$ cat src/asq_pkg.sv
/*
  Shared constants for the ADC sample and command sequencer: register
  pointers, configuration fields, reset values and conversion timing.
  Assumes a 100 MHz system clock and an open-drain two-wire serial link.
*/
// Contract
// - After reset the block is in sample mode with only channel 0 enabled.
// - Command and autocycle bits written equal select sample mode.
// - Falling convert-start in sample mode holds the input and starts converting.
// - A conversion takes about 550 ns, then track-and-hold returns to track.
// - Each sample-mode pulse converts the next enabled channel, lowest first.
// - Command bit 1 with autocycle bit 0 selects command mode.
// - In command mode a result register read triggers the next conversion.
// - Command conversion starts on first SCL rise after the ack, never during it.
// - First three bits sent name the converted channel.
// - In command mode the converter powers down after each conversion.
// - Sequence climbs from the lowest enabled channel and wraps forever.
// - A master nack stops sending and converting; configuration is kept.
// - After a stop, sequence resumes after the last channel unless rewritten.
// - Channel register write ends the sequence; next uses lowest new channel.
// - Result is two bytes: channel, alert, four MSBs; then eight LSBs.
// - Pointer 0x00 is result, 0x01 channel, 0x02 configuration.
// - Configuration 0x06 then 0x00 selects command mode.
// - Channel register bit n enables channel n.
// - Each command-mode result costs 18 SCL cycles.
// - Channel register takes one data byte; others take two, MSB first.
// - Once the pointer is set, any number of two-byte reads are served.
package asq_pkg;

  // -----------------------------------------------------------------
  // Register pointers
  // -----------------------------------------------------------------
  localparam logic [7:0] ASQ_PTR_RESULT = 8'h00;
  localparam logic [7:0] ASQ_PTR_CHAN = 8'h01;
  localparam logic [7:0] ASQ_PTR_CFG = 8'h02;

  // -----------------------------------------------------------------
  // Fields and reset values
  // -----------------------------------------------------------------
  localparam int ASQ_CFG_CMD_BIT = 10;
  localparam int ASQ_CFG_AUTO_BIT = 8;
  localparam logic [15:0] ASQ_CFG_RESET = 16'h0000;
  localparam logic [7:0] ASQ_CHAN_RESET = 8'h01;
  localparam logic [15:0] ASQ_WORD_ZERO = 16'h0000;
  localparam logic [7:0] ASQ_BYTE_ZERO = 8'h00;
  localparam logic [11:0] ASQ_DATA_ZERO = 12'h000;
  localparam logic ASQ_ALERT_NONE = 1'b0;
  localparam int ASQ_NUM_CH = 4;
  localparam logic [1:0] ASQ_CH_FIRST = 2'h0;
  localparam logic [1:0] ASQ_CH_LAST = 2'h3;
  // Arbitrary neutral bus address
  localparam logic [6:0] ASQ_DEF_SLAVE_ADDR = 7'h2F;

  // -----------------------------------------------------------------
  // Link framing counts
  // -----------------------------------------------------------------
  localparam logic [3:0] ASQ_BITS_BYTE = 4'h8;
  localparam logic [3:0] ASQ_BIT_RES_MSB = 4'h4;
  localparam logic [3:0] ASQ_CNT_ZERO = 4'h0;
  localparam logic [3:0] ASQ_CNT_ONE = 4'h1;
  localparam logic [1:0] ASQ_WIDX_PTR = 2'h0;
  localparam logic [1:0] ASQ_WIDX_HI = 2'h1;
  localparam logic [1:0] ASQ_WIDX_LO = 2'h2;

  // -----------------------------------------------------------------
  // Timing
  // -----------------------------------------------------------------
  localparam int ASQ_CLK_PERIOD_NS = 10;
  localparam int ASQ_CONV_TIME_NS = 550;
  localparam int ASQ_CONV_CYCLES =
    (ASQ_CONV_TIME_NS + ASQ_CLK_PERIOD_NS - 1) / ASQ_CLK_PERIOD_NS;
  localparam int ASQ_CNT_W = 8;

endpackage

$ cat src/asq_buffer.sv
/*
  Small first-in first-out buffer with valid and ready on both sides.
  Assumes a single clock and an asynchronous active-low reset.
*/
`timescale 1ns/1ps
`default_nettype none
module asq_buffer #(
  parameter int WIDTH = 16,
  parameter int DEPTH = 2
) (
  input wire logic clock_i,
  input wire logic rst_n_i,
  input wire logic in_valid_i,
  output logic in_ready_o,
  input wire logic [WIDTH-1:0] in_data_i,
  output logic out_valid_o,
  input wire logic out_ready_i,
  output logic [WIDTH-1:0] out_data_o
);

  localparam int AW = (DEPTH > 1) ? $clog2(DEPTH) : 1;
  localparam int CW = $clog2(DEPTH + 1);

  logic [WIDTH-1:0] mem_q [DEPTH];
  logic [AW-1:0] wr_ptr_q;
  logic [AW-1:0] rd_ptr_q;
  logic [CW-1:0] count_q;
  logic push;
  logic pop;

  assign in_ready_o = (count_q != CW'(DEPTH));
  assign out_valid_o = (count_q != '0);
  assign out_data_o = mem_q[rd_ptr_q];
  assign push = in_valid_i & in_ready_o;
  assign pop = out_valid_o & out_ready_i;

  always_ff @(posedge clock_i) begin
    if (push) begin
      mem_q[wr_ptr_q] <= in_data_i;
    end
  end

  always_ff @(posedge clock_i or negedge rst_n_i) begin
    if (!rst_n_i) begin
      wr_ptr_q <= '0;
      rd_ptr_q <= '0;
      count_q <= '0;
    end else begin
      if (push) begin
        wr_ptr_q <= (wr_ptr_q == AW'(DEPTH - 1)) ? '0 : wr_ptr_q + 1'b1;
      end
      if (pop) begin
        rd_ptr_q <= (rd_ptr_q == AW'(DEPTH - 1)) ? '0 : rd_ptr_q + 1'b1;
      end
      if (push && !pop) begin
        count_q <= count_q + 1'b1;
      end else if (pop && !push) begin
        count_q <= count_q - 1'b1;
      end
    end
  end

endmodule
`default_nettype wire

$ cat src/asq_sequencer.sv
/*
  Conversion control for a four-channel 12-bit converter: sample mode
  driven by the convert-start pin, command mode driven by result reads
  over the two-wire slave link, channel sequencing and result framing.
  Assumes SCL, SDA and convert-start are asynchronous pins, and an
  analog core that presents its code on adc_data_i at conversion end.
*/
`timescale 1ns/1ps
`default_nettype none
module asq_sequencer
  import asq_pkg::*;
#(
  parameter logic [6:0] SLAVE_ADDR = ASQ_DEF_SLAVE_ADDR,
  parameter int CONV_CNT = ASQ_CONV_CYCLES
) (
  input wire logic clock_i,
  input wire logic nrst_i,
  input wire logic scl_i,
  output logic scl_o,
  output logic scl_oe_o,
  input wire logic sda_i,
  output logic sda_o,
  output logic sda_oe_o,
  input wire logic convert_start_n_i,
  input wire logic [11:0] adc_data_i,
  output logic track_hold_o,
  output logic adc_power_o,
  output logic [1:0] adc_channel_o
);

  typedef enum logic [2:0] {
    I2_IDLE, I2_ADDR, I2_ADDR_ACK, I2_WR, I2_WR_ACK, I2_RD, I2_RD_ACK
  } asq_link_t;

  // -----------------------------------------------------------------
  // Reset release and pin synchronisers
  // -----------------------------------------------------------------
  logic [1:0] rst_q;
  logic rst_n;
  logic scl_m, scl_s, scl_p;
  logic sda_m, sda_s, sda_p;
  logic cs_m, cs_s, cs_p;

  always_ff @(posedge clock_i or negedge nrst_i) begin
    if (!nrst_i) begin
      rst_q <= 2'h0;
    end else begin
      rst_q <= {rst_q[0], 1'b1};
    end
  end
  assign rst_n = rst_q[1];

  // Third stage only feeds edge detection, never the first stage
  always_ff @(posedge clock_i or negedge rst_n) begin
    if (!rst_n) begin
      {scl_m, scl_s, scl_p} <= 3'h7;
      {sda_m, sda_s, sda_p} <= 3'h7;
      {cs_m, cs_s, cs_p} <= 3'h7;
    end else begin
      {scl_m, scl_s, scl_p} <= {scl_i, scl_m, scl_s};
      {sda_m, sda_s, sda_p} <= {sda_i, sda_m, sda_s};
      {cs_m, cs_s, cs_p} <= {convert_start_n_i, cs_m, cs_s};
    end
  end

  logic scl_rise, scl_fall, bus_start, bus_stop, cs_fall;
  assign scl_rise = scl_s & ~scl_p;
  assign scl_fall = ~scl_s & scl_p;
  assign bus_start = scl_s & scl_p & sda_p & ~sda_s;
  assign bus_stop = scl_s & scl_p & ~sda_p & sda_s;
  assign cs_fall = cs_p & ~cs_s;

  // -----------------------------------------------------------------
  // Shared state declarations
  // -----------------------------------------------------------------
  asq_link_t link_q;
  logic [7:0] shift_q, ptr_q, chan_q, cfg_hi_q;
  logic [15:0] cfg_q, res_word_q;
  logic [3:0] cnt_q;
  logic [1:0] widx_q;
  logic rw_q, rd_lo_q, acked_q, stretch_q, fresh_q;
  logic sda_drv_q, scl_drv_q;
  logic conv_busy_q, pending_q, restart_q;
  logic [ASQ_CNT_W-1:0] conv_cnt_q;
  logic [1:0] conv_ch_q, last_ch_q, next_ch;
  logic cmd_mode, sample_mode, chan_wr, wr_stb, conv_trig, conv_start, conv_done;
  logic buf_in_ready, buf_out_valid, buf_pop;
  logic [15:0] buf_out_data, rd_word, cur_res;
  logic [3:0] bit_idx;
  logic need_wait, rd_active;

  assign cmd_mode = cfg_q[ASQ_CFG_CMD_BIT] & ~cfg_q[ASQ_CFG_AUTO_BIT];
  assign sample_mode = cfg_q[ASQ_CFG_CMD_BIT] == cfg_q[ASQ_CFG_AUTO_BIT];
  assign rd_active = (link_q == I2_RD) || (link_q == I2_RD_ACK);

  // -----------------------------------------------------------------
  // Read data framing
  // -----------------------------------------------------------------
  // Until the fresh result lands, command reads show the channel only
  always_comb begin
    if (cmd_mode && !fresh_q) begin
      cur_res = {1'b0, pending_q ? conv_ch_q : next_ch, ASQ_ALERT_NONE,
                 ASQ_DATA_ZERO};
    end else begin
      cur_res = res_word_q;
    end
  end

  always_comb begin
    unique case (ptr_q)
      ASQ_PTR_RESULT: rd_word = cur_res;
      ASQ_PTR_CHAN: rd_word = {ASQ_BYTE_ZERO, chan_q};
      ASQ_PTR_CFG: rd_word = cfg_q;
      default: rd_word = ASQ_WORD_ZERO;
    endcase
  end

  // High byte first, then low byte
  assign bit_idx = {~rd_lo_q, 3'h7 - cnt_q[2:0]};
  assign need_wait = cmd_mode && !fresh_q && !rd_lo_q && (ptr_q == ASQ_PTR_RESULT)
                     && (cnt_q == ASQ_BIT_RES_MSB);
  assign wr_stb = (link_q == I2_WR) && scl_fall && (cnt_q == ASQ_BITS_BYTE);

  // -----------------------------------------------------------------
  // Two-wire slave engine
  // -----------------------------------------------------------------
  always_ff @(posedge clock_i or negedge rst_n) begin
    if (!rst_n) begin
      link_q <= I2_IDLE;
      shift_q <= ASQ_BYTE_ZERO;
      cnt_q <= ASQ_CNT_ZERO;
      rw_q <= 1'b0;
      rd_lo_q <= 1'b0;
      acked_q <= 1'b0;
      stretch_q <= 1'b0;
      sda_drv_q <= 1'b0;
      scl_drv_q <= 1'b0;
    end else if (bus_stop) begin
      link_q <= I2_IDLE;
      sda_drv_q <= 1'b0;
      scl_drv_q <= 1'b0;
      stretch_q <= 1'b0;
    end else if (bus_start) begin
      link_q <= I2_ADDR;
      cnt_q <= ASQ_CNT_ZERO;
      rd_lo_q <= 1'b0;
      sda_drv_q <= 1'b0;
    end else if (stretch_q) begin
      // Clock held low until the converted code is in place; data
      // settles a cycle before the clock is let go, for setup time
      if (fresh_q) begin
        sda_drv_q <= ~rd_word[bit_idx];
        if (sda_drv_q == ~rd_word[bit_idx]) begin
          scl_drv_q <= 1'b0;
          stretch_q <= 1'b0;
        end
      end
    end else begin
      unique case (link_q)
        I2_IDLE: begin
          sda_drv_q <= 1'b0;
        end
        I2_ADDR, I2_WR: begin
          if (scl_rise && cnt_q != ASQ_BITS_BYTE) begin
            shift_q <= {shift_q[6:0], sda_s};
            cnt_q <= cnt_q + ASQ_CNT_ONE;
          end else if (scl_fall && cnt_q == ASQ_BITS_BYTE) begin
            if (link_q == I2_WR) begin
              link_q <= I2_WR_ACK;
              sda_drv_q <= 1'b1;
            end else if (shift_q[7:1] == SLAVE_ADDR) begin
              link_q <= I2_ADDR_ACK;
              rw_q <= shift_q[0];
              sda_drv_q <= 1'b1;
            end else begin
              link_q <= I2_IDLE;
            end
          end
        end
        I2_ADDR_ACK: begin
          if (scl_fall) begin
            cnt_q <= ASQ_CNT_ZERO;
            if (rw_q) begin
              link_q <= I2_RD;
              sda_drv_q <= ~rd_word[{~rd_lo_q, 3'h7}];
            end else begin
              link_q <= I2_WR;
              sda_drv_q <= 1'b0;
            end
          end
        end
        I2_WR_ACK: begin
          if (scl_fall) begin
            link_q <= I2_WR;
            cnt_q <= ASQ_CNT_ZERO;
            sda_drv_q <= 1'b0;
          end
        end
        I2_RD: begin
          if (scl_rise) begin
            cnt_q <= cnt_q + ASQ_CNT_ONE;
          end else if (scl_fall) begin
            if (cnt_q == ASQ_BITS_BYTE) begin
              link_q <= I2_RD_ACK;
              rd_lo_q <= ~rd_lo_q;
              sda_drv_q <= 1'b0;
            end else if (need_wait) begin
              scl_drv_q <= 1'b1;
              stretch_q <= 1'b1;
            end else begin
              sda_drv_q <= ~rd_word[bit_idx];
            end
          end
        end
        I2_RD_ACK: begin
          if (scl_rise) begin
            acked_q <= ~sda_s;
          end else if (scl_fall) begin
            cnt_q <= ASQ_CNT_ZERO;
            if (acked_q) begin
              link_q <= I2_RD;
              sda_drv_q <= ~rd_word[{~rd_lo_q, 3'h7}];
            end else begin
              // Nack: go quiet, no further byte means no further conversion
              link_q <= I2_IDLE;
              sda_drv_q <= 1'b0;
            end
          end
        end
        default: link_q <= I2_IDLE;
      endcase
    end
  end

  always_ff @(posedge clock_i or negedge rst_n) begin
    if (!rst_n) begin
      sda_oe_o <= 1'b0;
      scl_oe_o <= 1'b0;
      sda_o <= 1'b0;
      scl_o <= 1'b0;
    end else begin
      sda_oe_o <= sda_drv_q;
      scl_oe_o <= scl_drv_q;
      sda_o <= 1'b0;
      scl_o <= 1'b0;
    end
  end

  // -----------------------------------------------------------------
  // Register writes
  // -----------------------------------------------------------------
  // Channel register is a single byte; others take MSB then LSB
  always_ff @(posedge clock_i or negedge rst_n) begin
    if (!rst_n) begin
      ptr_q <= ASQ_PTR_RESULT;
      widx_q <= ASQ_WIDX_PTR;
      cfg_hi_q <= ASQ_BYTE_ZERO;
      cfg_q <= ASQ_CFG_RESET;
      chan_q <= ASQ_CHAN_RESET;
    end else if (bus_start) begin
      widx_q <= ASQ_WIDX_PTR;
    end else if (wr_stb) begin
      if (widx_q == ASQ_WIDX_PTR) begin
        ptr_q <= shift_q;
        widx_q <= ASQ_WIDX_HI;
      end else if (ptr_q == ASQ_PTR_CHAN) begin
        chan_q <= shift_q;
        widx_q <= ASQ_WIDX_PTR;
      end else if (widx_q == ASQ_WIDX_HI) begin
        cfg_hi_q <= shift_q;
        widx_q <= ASQ_WIDX_LO;
      end else begin
        if (ptr_q == ASQ_PTR_CFG) begin
          cfg_q <= {cfg_hi_q, shift_q};
        end
        widx_q <= ASQ_WIDX_PTR;
      end
    end
  end

  assign chan_wr = wr_stb && (widx_q != ASQ_WIDX_PTR) && (ptr_q == ASQ_PTR_CHAN);

  // -----------------------------------------------------------------
  // Channel sequencer
  // -----------------------------------------------------------------
  always_comb begin
    logic found_lo;
    logic found_up;
    logic [1:0] lo_ch;
    logic [1:0] up_ch;
    found_lo = 1'b0;
    found_up = 1'b0;
    lo_ch = ASQ_CH_FIRST;
    up_ch = ASQ_CH_FIRST;
    for (int i = ASQ_NUM_CH - 1; i >= 0; i--) begin
      if (chan_q[i]) begin
        found_lo = 1'b1;
        lo_ch = 2'(i);
        if (2'(i) > last_ch_q) begin
          found_up = 1'b1;
          up_ch = 2'(i);
        end
      end
    end
    // Wrap to the lowest enabled channel after the highest
    if (restart_q || !found_up) begin
      next_ch = found_lo ? lo_ch : ASQ_CH_FIRST;
    end else begin
      next_ch = up_ch;
    end
  end

  // Channel write wins over a simultaneous start so no rewrite is lost
  always_ff @(posedge clock_i or negedge rst_n) begin
    if (!rst_n) begin
      last_ch_q <= ASQ_CH_LAST;
      restart_q <= 1'b1;
    end else begin
      if (conv_start) begin
        last_ch_q <= next_ch;
      end
      if (chan_wr) begin
        restart_q <= 1'b1;
      end else if (conv_start) begin
        restart_q <= 1'b0;
      end
    end
  end

  // -----------------------------------------------------------------
  // Conversion control
  // -----------------------------------------------------------------
  // First SCL rise of a result high byte, after the previous ack
  assign conv_trig = cmd_mode && (link_q == I2_RD) && scl_rise && !stretch_q
                     && (cnt_q == ASQ_CNT_ZERO) && !rd_lo_q
                     && (ptr_q == ASQ_PTR_RESULT);
  // Buffer back-pressure refuses a start rather than lose a result
  assign conv_start = !conv_busy_q && buf_in_ready
                      && ((sample_mode && cs_fall) || conv_trig);
  assign conv_done = conv_busy_q && (conv_cnt_q == ASQ_CNT_W'(CONV_CNT - 1));

  always_ff @(posedge clock_i or negedge rst_n) begin
    if (!rst_n) begin
      conv_busy_q <= 1'b0;
      conv_cnt_q <= '0;
      conv_ch_q <= ASQ_CH_FIRST;
    end else if (conv_start) begin
      conv_busy_q <= 1'b1;
      conv_cnt_q <= '0;
      conv_ch_q <= next_ch;
    end else if (conv_done) begin
      conv_busy_q <= 1'b0;
    end else if (conv_busy_q) begin
      conv_cnt_q <= conv_cnt_q + 1'b1;
    end
  end

  always_ff @(posedge clock_i or negedge rst_n) begin
    if (!rst_n) begin
      track_hold_o <= 1'b0;
      adc_power_o <= 1'b1;
      adc_channel_o <= ASQ_CH_FIRST;
    end else begin
      if (conv_start) begin
        track_hold_o <= 1'b1;
        adc_power_o <= 1'b1;
        adc_channel_o <= next_ch;
      end else if (conv_done) begin
        track_hold_o <= 1'b0;
        adc_power_o <= !cmd_mode;
      end else if (!conv_busy_q) begin
        adc_power_o <= !cmd_mode;
      end
    end
  end

  // -----------------------------------------------------------------
  // Result buffer and result register
  // -----------------------------------------------------------------
  asq_buffer #(
    .WIDTH(16),
    .DEPTH(2)
  ) u_buffer (
    .clock_i(clock_i),
    .rst_n_i(rst_n),
    .in_valid_i(conv_done),
    .in_ready_o(buf_in_ready),
    .in_data_i({1'b0, conv_ch_q, ASQ_ALERT_NONE, adc_data_i}),
    .out_valid_o(buf_out_valid),
    .out_ready_i(buf_pop),
    .out_data_o(buf_out_data)
  );

  // Outside command mode a word in flight on the link is never swapped underneath it
  assign buf_pop = buf_out_valid
                   && (cmd_mode ? pending_q : !(rd_active && ptr_q == ASQ_PTR_RESULT));

  always_ff @(posedge clock_i or negedge rst_n) begin
    if (!rst_n) begin
      res_word_q <= ASQ_WORD_ZERO;
      pending_q <= 1'b0;
      fresh_q <= 1'b0;
    end else begin
      if (buf_pop) begin
        res_word_q <= buf_out_data;
      end
      if (conv_trig && conv_start) begin
        pending_q <= 1'b1;
      end else if (buf_pop) begin
        pending_q <= 1'b0;
      end
      // Stale until the next result lands for this lot
      if (buf_pop && pending_q) begin
        fresh_q <= 1'b1;
      end else if ((link_q == I2_RD && scl_fall && cnt_q == ASQ_BITS_BYTE && rd_lo_q)
                   || (link_q == I2_ADDR && scl_fall && cnt_q == ASQ_BITS_BYTE)) begin
        fresh_q <= 1'b0;
      end
    end
  end

endmodule
`default_nettype wire

$ cat config.mk
export PLATFORM = sky130hd
export DESIGN_NAME = asq_sequencer
export DESIGN_NICKNAME = d
export VERILOG_FILES = /design/src/asq_pkg.sv /design/src/asq_buffer.sv /design/src/asq_sequencer.sv
export SDC_FILE = /design/constraint.sdc
export NUM_CORES = 1
export LEC_CHECK = 0
export BUFFER_PORTS_ARGS = -buffer_cell sky130_fd_sc_hd__buf_2
export CORE_MARGIN = 1
export CORE_UTILIZATION = 40
export CTS_CLUSTER_DIAMETER = 30
export DETAILED_ROUTE_END_ITERATION = 8
export PLACE_DENSITY_LB_ADDON = 0.3
export RECOVER_POWER = 100
export SETUP_SLACK_MARGIN = 0.15
export SLEW_MARGIN = 20
export SYNTH_ARGS = -nofsm -noshare
export SYNTH_HDL_FRONTEND = slang
export SYNTH_SLANG_ARGS = --single-unit
$ cat constraint.sdc
create_clock -name clock_i -period 6.1 [get_ports clock_i]
set_input_delay 1.22 -clock clock_i [delete_from_list [all_inputs] [get_ports clock_i]]
set_output_delay 1.22 -clock clock_i [all_outputs]
set_load 0.01 [all_outputs]
# Yosys cells after proc, flatten, opt, wreduce, memory -nomap -nowiden

Memories as Yosys holds them, arrays and structs flattened. A register that Yosys moved wholly into a read port is not among the register bits.
Cells that the tools add are included.

Flip-flop bits (word level): 113
Bits in writable memories: 28
Bits of input ports: 17
Output and inout bits: 8
Logic and storage cells: 340
Memories kept: 1

Memory list:

| memory         | words | width | rd ports | clocked after Yosys merged registers in | wr ports | RTL line         | text |
|---|---|---|---|---|---|---|---|
| u_buffer.mem_q | 2     | 14    | 1        | 1                                       | 1        | asq_buffer.sv:24 | `logic [WIDTH-1:0] mem_q [DEPTH];` |

$add $sub $neg: 7
Order comparisons: 6
Equality and inequality tests: 51
Muxes and demuxes: 128
Bitwise operators: 28
Reductions and logical operators: 81

Operators by type and width:

| kind                                                       | number |
|---|---|
| two-way mux 1 bit                                          | 75 |
| case mux 16 bit (3 select lines)                           | 1 |
| two-way mux 2 bit                                          | 23 |
| two-way mux 3 bit                                          | 15 |
| != test 5 bit, second input constant                       | 8 |
| != test 4 bit, second input constant                       | 9 |
| logical AND 1 bit                                          | 31 |
| two-way mux 4 bit                                          | 6 |
| two-way mux 8 bit                                          | 3 |
| nonzero test 2 bit                                         | 12 |
| != test 3 bit, second input constant                       | 6 |
| case mux 3 bit (6 select lines)                            | 1 |
| AND reduction 6 bit                                        | 3 |
| inverter 1 bit                                             | 17 |
| two-way mux 16 bit                                         | 1 |
| case mux 4 bit (4 select lines)                            | 1 |
| AND reduction 8 bit                                        | 2 |
| AND reduction 5 bit                                        | 3 |
| AND reduction 12 bit                                       | 1 |
| AND 1 bit                                                  | 11 |
| AND reduction 11 bit                                       | 1 |
| logical NOT 1 bit                                          | 10 |
| less-than comparator 4 x 5 -> 1 bit, second input constant | 2 |
| == test 3 bit, second input constant                       | 3 |
| other kinds (39)                                           | 56 |

# Logic depth before layout (Yosys ltp)

Gate-level depths: netlist of the first run.

Word-level depth: 26
Mapped depth: 12
Gate-level depth less buffers: 11

# By module

Synthesis of the first run repeated with hierarchy kept, for this count alone.

Cell total of the unflattened synthesis: 559
Area, all modules: 6770.2 µm²

Modules (own cells, without submodules):

| module        | times used | cells an instance | area each (µm²) | sequential area each (µm²) |
|---|---|---|---|---|
| asq_sequencer | 1          | 491               | 5367.6          | 2745.1 |
| asq_buffer    | 1          | 68                | 1402.6          | 1061.0 |

# Worst setup path after synthesis of the first run

Ideal clock, no wire load.

Path kind: reg2reg
Start: reg cnt_q[1]
End: reg cfg_q[10]
Library setup time: 0.125 ns
Arrival: 2.541 ns
Required time: 5.975 ns
Path slack: 3.435 ns
Stages on the path, launching flop included: 11
Path buffers: 2
Cells stage by stage: dfrtp_1 -> buf_2 -> inv_1 -> ha_1 -> nand2_1 -> or2_2 -> nor2_1 -> nand3_1 -> nor2_1 -> buf_2 -> mux2_2

Longest elaborated chain between the ends: 3

Ends and longest elaborated chain:

| what                          | RTL line             | text |
|---|---|---|
| start, declared               | asq_sequencer.sv:79  | `logic [3:0] cnt_q;` |
| start signal, assigned        | asq_sequencer.sv:166 | `cnt_q <= cnt_q + ASQ_CNT_ONE;` |
| start signal, assigned        | asq_sequencer.sv:201 | `cnt_q <= cnt_q + ASQ_CNT_ONE;` |
| == test 4 bit                 | asq_sequencer.sv:122 | `assign wr_stb = (link_q == I2_WR) && scl_fall && (cnt_q == ASQ_BITS_BYTE);` |
| logical AND 1 bit             | asq_sequencer.sv:122 |  |
| AND reduction 6 bit (no line) | n/a                  |  |
| end signal, assigned          | asq_sequencer.sv:274 | `cfg_q <= {cfg_hi_q, shift_q};` |
| end, declared                 | asq_sequencer.sv:78  | `logic [15:0] cfg_q, res_word_q;` |

No other way between the ends.
A chain may end at the register's enable or synchronous reset.

# Final worst setup path of the first run

Start: reg cfg_q[8]
End: reg scl_drv_q

Longest elaborated chain between the ends: 11
Elaborated cells on any way between the ends: 15

Ends and longest elaborated chain:

| what                                    | RTL line                                   | text |
|---|---|---|
| inverter 1 bit                          | asq_sequencer.sv:92                        | `assign cmd_mode = cfg_q[ASQ_CFG_CMD_BIT] & ~cfg_q[ASQ_CFG_AUTO_BIT];` |
| AND 1 bit                               | asq_sequencer.sv:92                        |  |
| logical AND 1 bit                       | asq_sequencer.sv:101, asq_sequencer.sv:120 |  |
| two-way mux 16 bit                      | asq_sequencer.sv:101                       | `if (cmd_mode && !fresh_q) begin` |
| case mux 16 bit (3 select lines)        | asq_sequencer.sv:110                       | `unique case (ptr_q)` |
| binary-select mux 1 bit (select 4 bit)  | asq_sequencer.sv:153                       | `if (sda_drv_q == ~rd_word[bit_idx]) begin` |
| two-way mux 1 bit (implied by the code) | asq_sequencer.sv:153                       |  |
| inverter 1 bit                          | asq_sequencer.sv:153                       |  |
| == test 1 bit                           | asq_sequencer.sv:153                       |  |
| != test 3 x 2 -> 1 bit (no line)        | n/a                                        |  |
| AND reduction 8 bit (no line) (*)       | n/a                                        |  |
| end signal, assigned                    | asq_sequencer.sv:137                       | `scl_drv_q <= 1'b0;` |
| end signal, assigned                    | asq_sequencer.sv:141                       | `scl_drv_q <= 1'b0;` |
| end signal, assigned                    | asq_sequencer.sv:154                       | `scl_drv_q <= 1'b0;` |
| end, declared                           | asq_sequencer.sv:82                        | `logic sda_drv_q, scl_drv_q;` |

Every way passes the cells marked *; elsewhere a longest branch is shown, timed or not. The select of a mux whose other input is x is not followed.

==> out/metrics.csv, run 1 <==
metric;value;unit
yosys_warnings;0;
critPathLaunch;cfg_q[8]$_DFFE_PN0P_;
violations;max-capacitance violations, max-slew violations;
numCtsBuffers;17;
root_buffer;clkbuf_16;
reg2reg_to;scl_drv_q$_DFFE_PN0P_;
start_util;41.6;%
synth-seq-area-share;56.9;%
diodes;0;
die_height;128;um
final_nets;597;
synth_ff_type;dfrtp_1;
fin_crit;3.81;ns
via_per_inst;5.37;
ant_nets;0;
path_cells;inv_1 > ha_1 > nor2b_1 > nor3_1 > a22oi_1 > o311ai_0 > o21ai_0 > o311ai_0 > mux2i_1 > a211oi_1 > nor2_1;
synth-edff-count;28;
clk_latency;0.42;ns
yosys.area.top_type_share;38.0;%
synth_cell_types;70;
critPathCaptureType;flip-flop;
routedWlPerCell;16.6;um
cp.arrival;4.10;ns
synthSimpleGateAreaFrac;13.6;%
avgSynthCellArea;11.5;um2
htree_num_levels;4;
grt_pass1_vias;4295;
rows;45;
slowest_delay;0.95;ns
drc;0;
synth_mux_area_share;11.6;%
path_common_cell;o311ai_0;
power_density;435;nW/um2
die_area;16500;um2
hold_viol;0;
grt_pass1_wl;22200;um
antenna_found_initial;0;
slew_viol_final;76;
synth-compound-area-share;11.5;%
die_width;128;um
reg2reg_slack;2.29;ns
num_io_pins;25;
synthAdderAreaFrac;1.18;%
start_kind;flip-flop;
dp_cells;766;
place_congestion;0.894;
drive_gt1_share;18.7;%
fin_tns_setup;0;ns
cts_buffer_depth;2;
r2r_cells;11;
final.period_utilization;62.4;%
grt_max_degree;76;
syn_inst;554;
fin_cells;798;
criticalPathCategory;reg -> reg;
port_buffers;22;
r2r_start;cfg_q[8]$_DFFE_PN0P_;
syn-cell-area;6390;um2
synth_top_family_by_area;simple AND/OR/NAND/NOR gates;
synth.top_cells.by_area;dfrtp_1, edfxtp_1, mux2_2, dfstp_2, o21ai_0;
drtPass1Iterations;5;
gr-total-overflow;0;
rsz0062_at_grt;false;
cp-endpoint;scl_drv_q$_DFFE_PN0P_;
outcome;complete, but fails checks;
synthArstFlopShare;79.9;%
coreArea;15400;um2
drt_wl_total;13200;um
min_path_cells;0;
synthXorXnorAreaFrac;2.06;%
fmax;263;MHz
vias;4288;
cts_resized;0;
grt.total_usage;17.6;%
fin_skew;0.00683;ns
cts_hold_buf;0;
cts_setup_buffers;0;
setup_viol;0;
relSlewSlack;-21.8;%
ir_worst_vdd;0.000209;V
yosysTopAreaCell;dfrtp_1;
critPathMaxFanout;9;
maxCapViolCount;1;
crit_required;6.40;ns
ys_ff_latch;139;
cts_tree;done;
tightest_slew;1.83;ns
slowest_stage;o311ai_0;
drt_iter0_markers;216;
hold_path_class;reg -> reg;
clkTransAtPathRegs;0.06;ns
areaGrowthSynthToFinish;12.9;%
leakage;3.06;nW
dp_hpwl;9090;um
cts_sinks;139;
-- cells in the mapped netlist, drive strengths merged (3+ instances only) --
library cell / n
nand2: 46
nor2: 47
buf: 12
nand3: 15
edfxtp: 28
a211o: 3
a21oi: 14
o31ai: 5
clkbuf: 14
mux2: 48
nor2b: 9
and2: 3
o311ai: 4
xnor2: 10
ha: 6
nand3b: 4
a22oi: 4
inv: 16
dfstp: 14
or2: 4
or3: 4
dfrtp: 97
xor2: 5
nor4: 3
nand2b: 10
nor3: 10
and3: 3
mux2i: 20
a31oi: 5
o21ai: 42
a221o: 3
a2111oi: 3
o22ai: 3
-- power by group --
group          switching (mW)  internal, mW  total [mW]
logic                   0.373         0.333       0.706
clock network           0.395         0.644        1.04
registers               0.282          1.11        1.39
total                    1.05          2.09        3.14
-- cell usage in the layout, fill, tap and decap left out, types with 6 or more instances in the layout --
cell type  count
clkbuf_1      13
buf_2         13
nor3_1        10
dfrtp_1       97
a21oi_1       14
nand3_1       15
inv_1         16
ha_1           6
xnor2_1       10
nor2b_1        9
nor2_1        47
mux2_2        48
clkbuf_16     17
edfxtp_1      28
o21ai_0       42
nand2b_1      10
nand2_1       46
dfstp_2       11
mux2i_1       20
-- final cells by class --
type	instances	area [um2]
fillers	1382	8160
clock buffers	18	429
clock inverters	14	170
well taps	211	264
flip-flops and latches	139	3640
inverters	16	60.1
multi-input cells	374	2540
repair buffers	26	115
-- state kept, by name, indices dropped and copies added, names as in the netlist, 2 cells and up --
name and flops:
cfg_hi_q 8, adc_channel_o 2, ptr_q 8, rst_q 2
widx_q 2, res_word_q 14, last_ch_q 2, cnt_q 4
u_buffer.mem_q 28, conv_cnt_q 8, shift_q 8, link_q 3
cfg_q 16, chan_q 8, u_buffer.count_q 2
-- worst min-delay path by stage --
stage                             startpoint                               to  slack (ns)
after floorplan           rst_q[0]$_DFF_PN0_               rst_q[1]$_DFF_PN0_        0.33
after global placement    rst_q[1]$_DFF_PN0_        conv_cnt_q[5]$_DFFE_PN0P_        0.29
after detailed placement  rst_q[1]$_DFF_PN0_        conv_cnt_q[6]$_DFFE_PN0P_        0.30
after CTS                 rst_q[1]$_DFF_PN0_  u_buffer.count_q[0]$_DFFE_PN0P_        0.31
after global routing      rst_q[0]$_DFF_PN0_               rst_q[1]$_DFF_PN0_        0.37
final                     rst_q[0]$_DFF_PN0_               rst_q[1]$_DFF_PN0_        0.36
-- logic make-up (layout without fill, tap and decap cells) --
kind of cell,after synthesis,count (layout)
other,2,3
XOR/XNOR,15,15
adder cells (fa/ha/maj),6,6
flip-flops,139,139
AO/OA/AOI/OAI,109,109
multiplexers,68,68
AND/OR/NAND/NOR,173,173
buffers and inverters,42,74
-- stage by stage --
step | setup slack [ns] | utilization [%] | power [mW] | cell area [um2] | hold WS [ns]
2_1_floorplan | 2.80 | - | 1.90 | 6390 | 0.331
3_3_place_gp | 3.25 | 43.4 | 2.10 | 6680 | 0.290
3_5_place_dp | 3.19 | 43.4 | 2.13 | 6680 | 0.303
4_1_cts | 3.16 | 47.3 | 3.18 | 7280 | 0.306
5_1_grt | 1.94 | 46.9 | 3.33 | 7220 | 0.365
6_report | 2.29 | 46.9 | 3.14 | 7220 | 0.357
-- critical path, delay by kind of cell, from the launching register on --
kind / cells / cell delay (ns)
buf+inv: 1 / 0.06
mux: 1 / 0.22
fa+ha+maj: 1 / 0.23
flops: 1 / 0.35
compound gates: 5 / 1.80
simple gates: 3 / 1.02
-- routing by layer --
layer  up-vias  routed length (um)  track usage, %
met3        21                 444            3.33
met2        89                6250            27.9
met1      2143                6220            23.6
li1       2035                   -               -
met5         -                   0               0
met4         0                 328            8.10
No activity file was read; power rests on OpenSTA's default activity.
==> inputs of run 2 (changes only) <==
--- a/config.mk
+++ b/config.mk
@@ -5,6 +5,7 @@
 export SDC_FILE = /design/constraint.sdc
 export NUM_CORES = 1
 export LEC_CHECK = 0
+export ABC_AREA = 1
 export BUFFER_PORTS_ARGS = -buffer_cell sky130_fd_sc_hd__buf_2
 export CORE_MARGIN = 1
 export CORE_UTILIZATION = 40
==> constraint.sdc (replaced) <==
create_clock -name clock_i -period 3.55 [get_ports clock_i]
set_input_delay 0.71 -clock clock_i [delete_from_list [all_inputs] [get_ports clock_i]]
set_output_delay 0.71 -clock clock_i [all_outputs]
set_load 0.01 [all_outputs]
==> out/metrics.csv, run 2 <==
metric;value;unit;change
ir_worst_vdd;0.000385;V;+84%
p_sw_share;32.2;%;-1.3 points
avgSynthCellArea;9.01;um2;-22%
fin_crit;2.88;ns;-0.921 ns
yosys_warnings;0;;unchanged
clkPwrFrac;37.1;%;+4.0 points
rows;46;;+2.2%
largest_reg_flops;28;;unchanged
cp-endpoint;cfg_q[12]$_DFFE_PN0P_;;
power_density;648;nW/um2;+49%
p_total;4.75;mW;+51%
synthArstFlopShare;79.9;%;unchanged
criticalPathCategory;reg -> reg;;
synthMostInstantiatedCell;nand2_1;;
outcome;finished clean;;
tightest_slew;1.48;ns;-0.351 ns
use_met1;26.6;%;+3.0 points
cts_sinks;139;;unchanged
drt_wl_total;14700;um;+11%
gr-total-overflow;0;;unchanged
grt_max_degree;82;;+7.9%
die_area;16700;um2;+1.1%
die_width;129;um;+0.56%
ant_nets;0;;unchanged
relSlewSlack;1.61;%;+23 points
grt.total_usage;19.6;%;+1.9 points
routedWlPerCell;15.1;um;-9.2%
crit_required;3.80;ns;-2.60 ns
drc;0;;unchanged
top_usage_layer;met2;;
synthXorXnorAreaFrac;1.08;%;-0.97 points
r2r_start;cnt_q[0]$_DFFE_PN0P_;;
num_io_pins;25;;unchanged
comb_power_share;20.0;%;-2.5 points
critPathCaptureType;flip-flop;;
htree_num_levels;4;;unchanged
synth.top_cells.by_area;dfrtp_1, edfxtp_1, nand2_1, dfstp_2, inv_1;;
syn_inst;717;;+29%
p_seq_share;42.9;%;-1.5 points
cts_buffer_depth;2;;unchanged
regMostFlops;u_buffer.mem_q;;
leakage;3.23;nW;+5.5%
synth_top_family_by_area;simple AND/OR/NAND/NOR gates;;
rsz0062_at_grt;false;;
place_congestion;0.873;;-2.3%
drt_iter0_markers;296;;+37%
num-fill-cells;1503;;+8.8%
cp.arrival;3.13;ns;-0.97 ns
reg2reg_slack;0.67;ns;-1.63 ns
synthAdderAreaFrac;1.16;%;-0.013 points
clkTransAtPathRegs;0.06;ns;about the same
critPathMaxFanout;32;;+23
use_met3;4.00;%;+0.68 points
root_buffer;clkbuf_16;;
areaGrowthSynthToFinish;13.5;%;
final.period_utilization;81.2;%;+19 points
grt_pass1_wl;24600;um;+11%
cts_resized;0;;unchanged
fmax;347;MHz;+32%
numCtsBuffers;17;;unchanged
ys_top_cells_by_count;nand2_1, dfrtp_1, inv_1, nor2_1, o21ai_0;;
port_buffers;22;;unchanged
clk_latency;0.43;ns;about the same
switchingPower;1.53;mW;+45%
antenna_found_initial;0;;unchanged
hold_slack;0.0539;ns;-0.303 ns
yosysTopAreaCell;dfrtp_1;;
cts_hold_buf;0;;unchanged
reg2reg_to;cfg_q[12]$_DFFE_PN0P_;;
stdcell_area;7330;um2;+1.6%
drtPass1Iterations;6;;+1
cts_setup_buffers;0;;unchanged
slowest_stage;clkbuf_1;;
ys_ff_latch;139;;unchanged
path_cells;inv_1 > ha_1 > nand3_1 > nor2_1 > inv_1 > nor2_1 > nand3_1 > clkbuf_1 > o21ai_0;;
hold_path_class;in -> async;;
hold_viol;0;;unchanged
slowest_delay;0.86;ns;-0.09 ns
seqCellArea;3640;um2;unchanged
start_util;40.8;%;-0.74 points
reg_top3;u_buffer.mem_q x28, cfg_q x16, res_word_q x14;;
p_int;3.22;mW;+54%
vias;4940;;+15%
placedInstanceArea;6790;um2;+1.6%
setup_viol;0;;unchanged
syn-cell-area;6460;um2;+1.1%
synthSimpleGateAreaFrac;24.3;%;+11 points
via_per_inst;5.07;;-5.7%
final_cell_mix;nand2_1, dfrtp_1, inv_1;;
synth_ff_type;dfrtp_1;;
synth_cell_types;48;;-31%
layout_setup_ws;0.666;ns;-1.63 ns
use_met2;30.5;%;+2.6 points
coreArea;15800;um2;+3.0%
final_common_cell;nand2_1;;
synth-compound-area-share;10.4;%;-1.2 points
fin_skew;0.00954;ns;+0.00271 ns
slew_viol_final;0;;-100%
dp_hpwl;10800;um;+18%
die_height;129;um;+0.56%
synth_mux_area_share;0;%;-12 points
final_nets;769;;+29%
yosys.area.top_type_share;37.6;%;-0.43 points
start_kind;flip-flop;;
drive_gt1_share;11.9;%;-6.9 points
fin_tns_setup;0;ns;unchanged
diodes;0;;unchanged
place_ws;0.794;ns;-2.40 ns
r2r_cells;9;;-2
synth-edff-count;28;;unchanged
multi_input_area;2380;um2;-6.3%
grt_pass1_vias;4835;;+13%
critPathLaunch;cnt_q[0]$_DFFE_PN0P_;;
cts_tree;done;;
maxCapViolCount;0;;-1
synth-seq-area-share;56.3;%;-0.64 points
## run 2: changes by cell type after synthesis, sizes merged, moves of 10 or more
cell	change
a31oi	+13
nand4	+16
nand3	+33
mux2i	-20
inv	+69
o21ai	+19
nand2	+126
nand2b	-10
a21oi	+13
mux2	-48
nor2	+32
## run 2: logic make-up after synthesis
kind of cell / Yosys count
compound gates: 119
simple gates: 338
fa+ha+maj: 6
buf+inv: 105
other cells: 2
flops: 139
xor+xnor: 8
## run 2: worst min path at each step
stage	endpoint	depth (start not counted)	start	slack [ns]
floorplan	rst_q[1]$_DFF_PN0_	0	rst_q[0]$_DFF_PN0_	0.33
global placement	rst_q[1]$_DFF_PN0_	0	rst_q[0]$_DFF_PN0_	0.34
detailed placement	rst_q[1]$_DFF_PN0_	0	rst_q[0]$_DFF_PN0_	0.33
CTS	rst_q[1]$_DFF_PN0_	1	nrst_i	0.04
global route	rst_q[0]$_DFF_PN0_	1	nrst_i	0.05
finish	rst_q[0]$_DFF_PN0_	1	nrst_i	0.05
## run 2: per-layer routing
| metal | wire [um] | vias to the layer above |
|---|---|---|
| met5 | 0 | - |
| met4 | 360 | 0 |
| met3 | 439 | 28 |
| met2 | 6860 | 89 |
| met1 | 7030 | 2387 |
| li1 | - | 2436 |
## run 2: area by class of cell
type | count | area share (%)
Clock inverter | 14 | 2.17
Multi-Input combinational cell | 474 | 32.5
Sequential cell | 139 | 49.6
Inverter | 86 | 4.54
Tap cell | 216 | 3.69
Timing Repair Buffer | 28 | 1.69
Clock buffer | 18 | 5.85
## run 2: critical path, delay by kind of cell (launching register included)
kind	cells	cell delay [ns]
flops	1	0.55
buf+inv	3	1.27
fa+ha+maj	1	0.31
simple gates	4	0.37
compound gates	1	0.20
## run 2: stage by stage
stage | utilization, % | std cells
detailed placement | 42.9 | 942
global route | 46.3 | 975
floorplan | - | 718
CTS | 46.6 | 974
finish | 46.3 | 975
global placement | 42.9 | 942
## run 2: power by group through the flow
stage                     combinational, mW  clock [mW]  sequential (mW)
final                                 0.948        1.76             2.04
after global routing                   1.10        1.85             2.07
after CTS                             0.958        1.80             2.05
after detailed placement              0.952           0             2.08
after global placement                0.934           0             2.07
after floorplan                       0.790           0             1.99
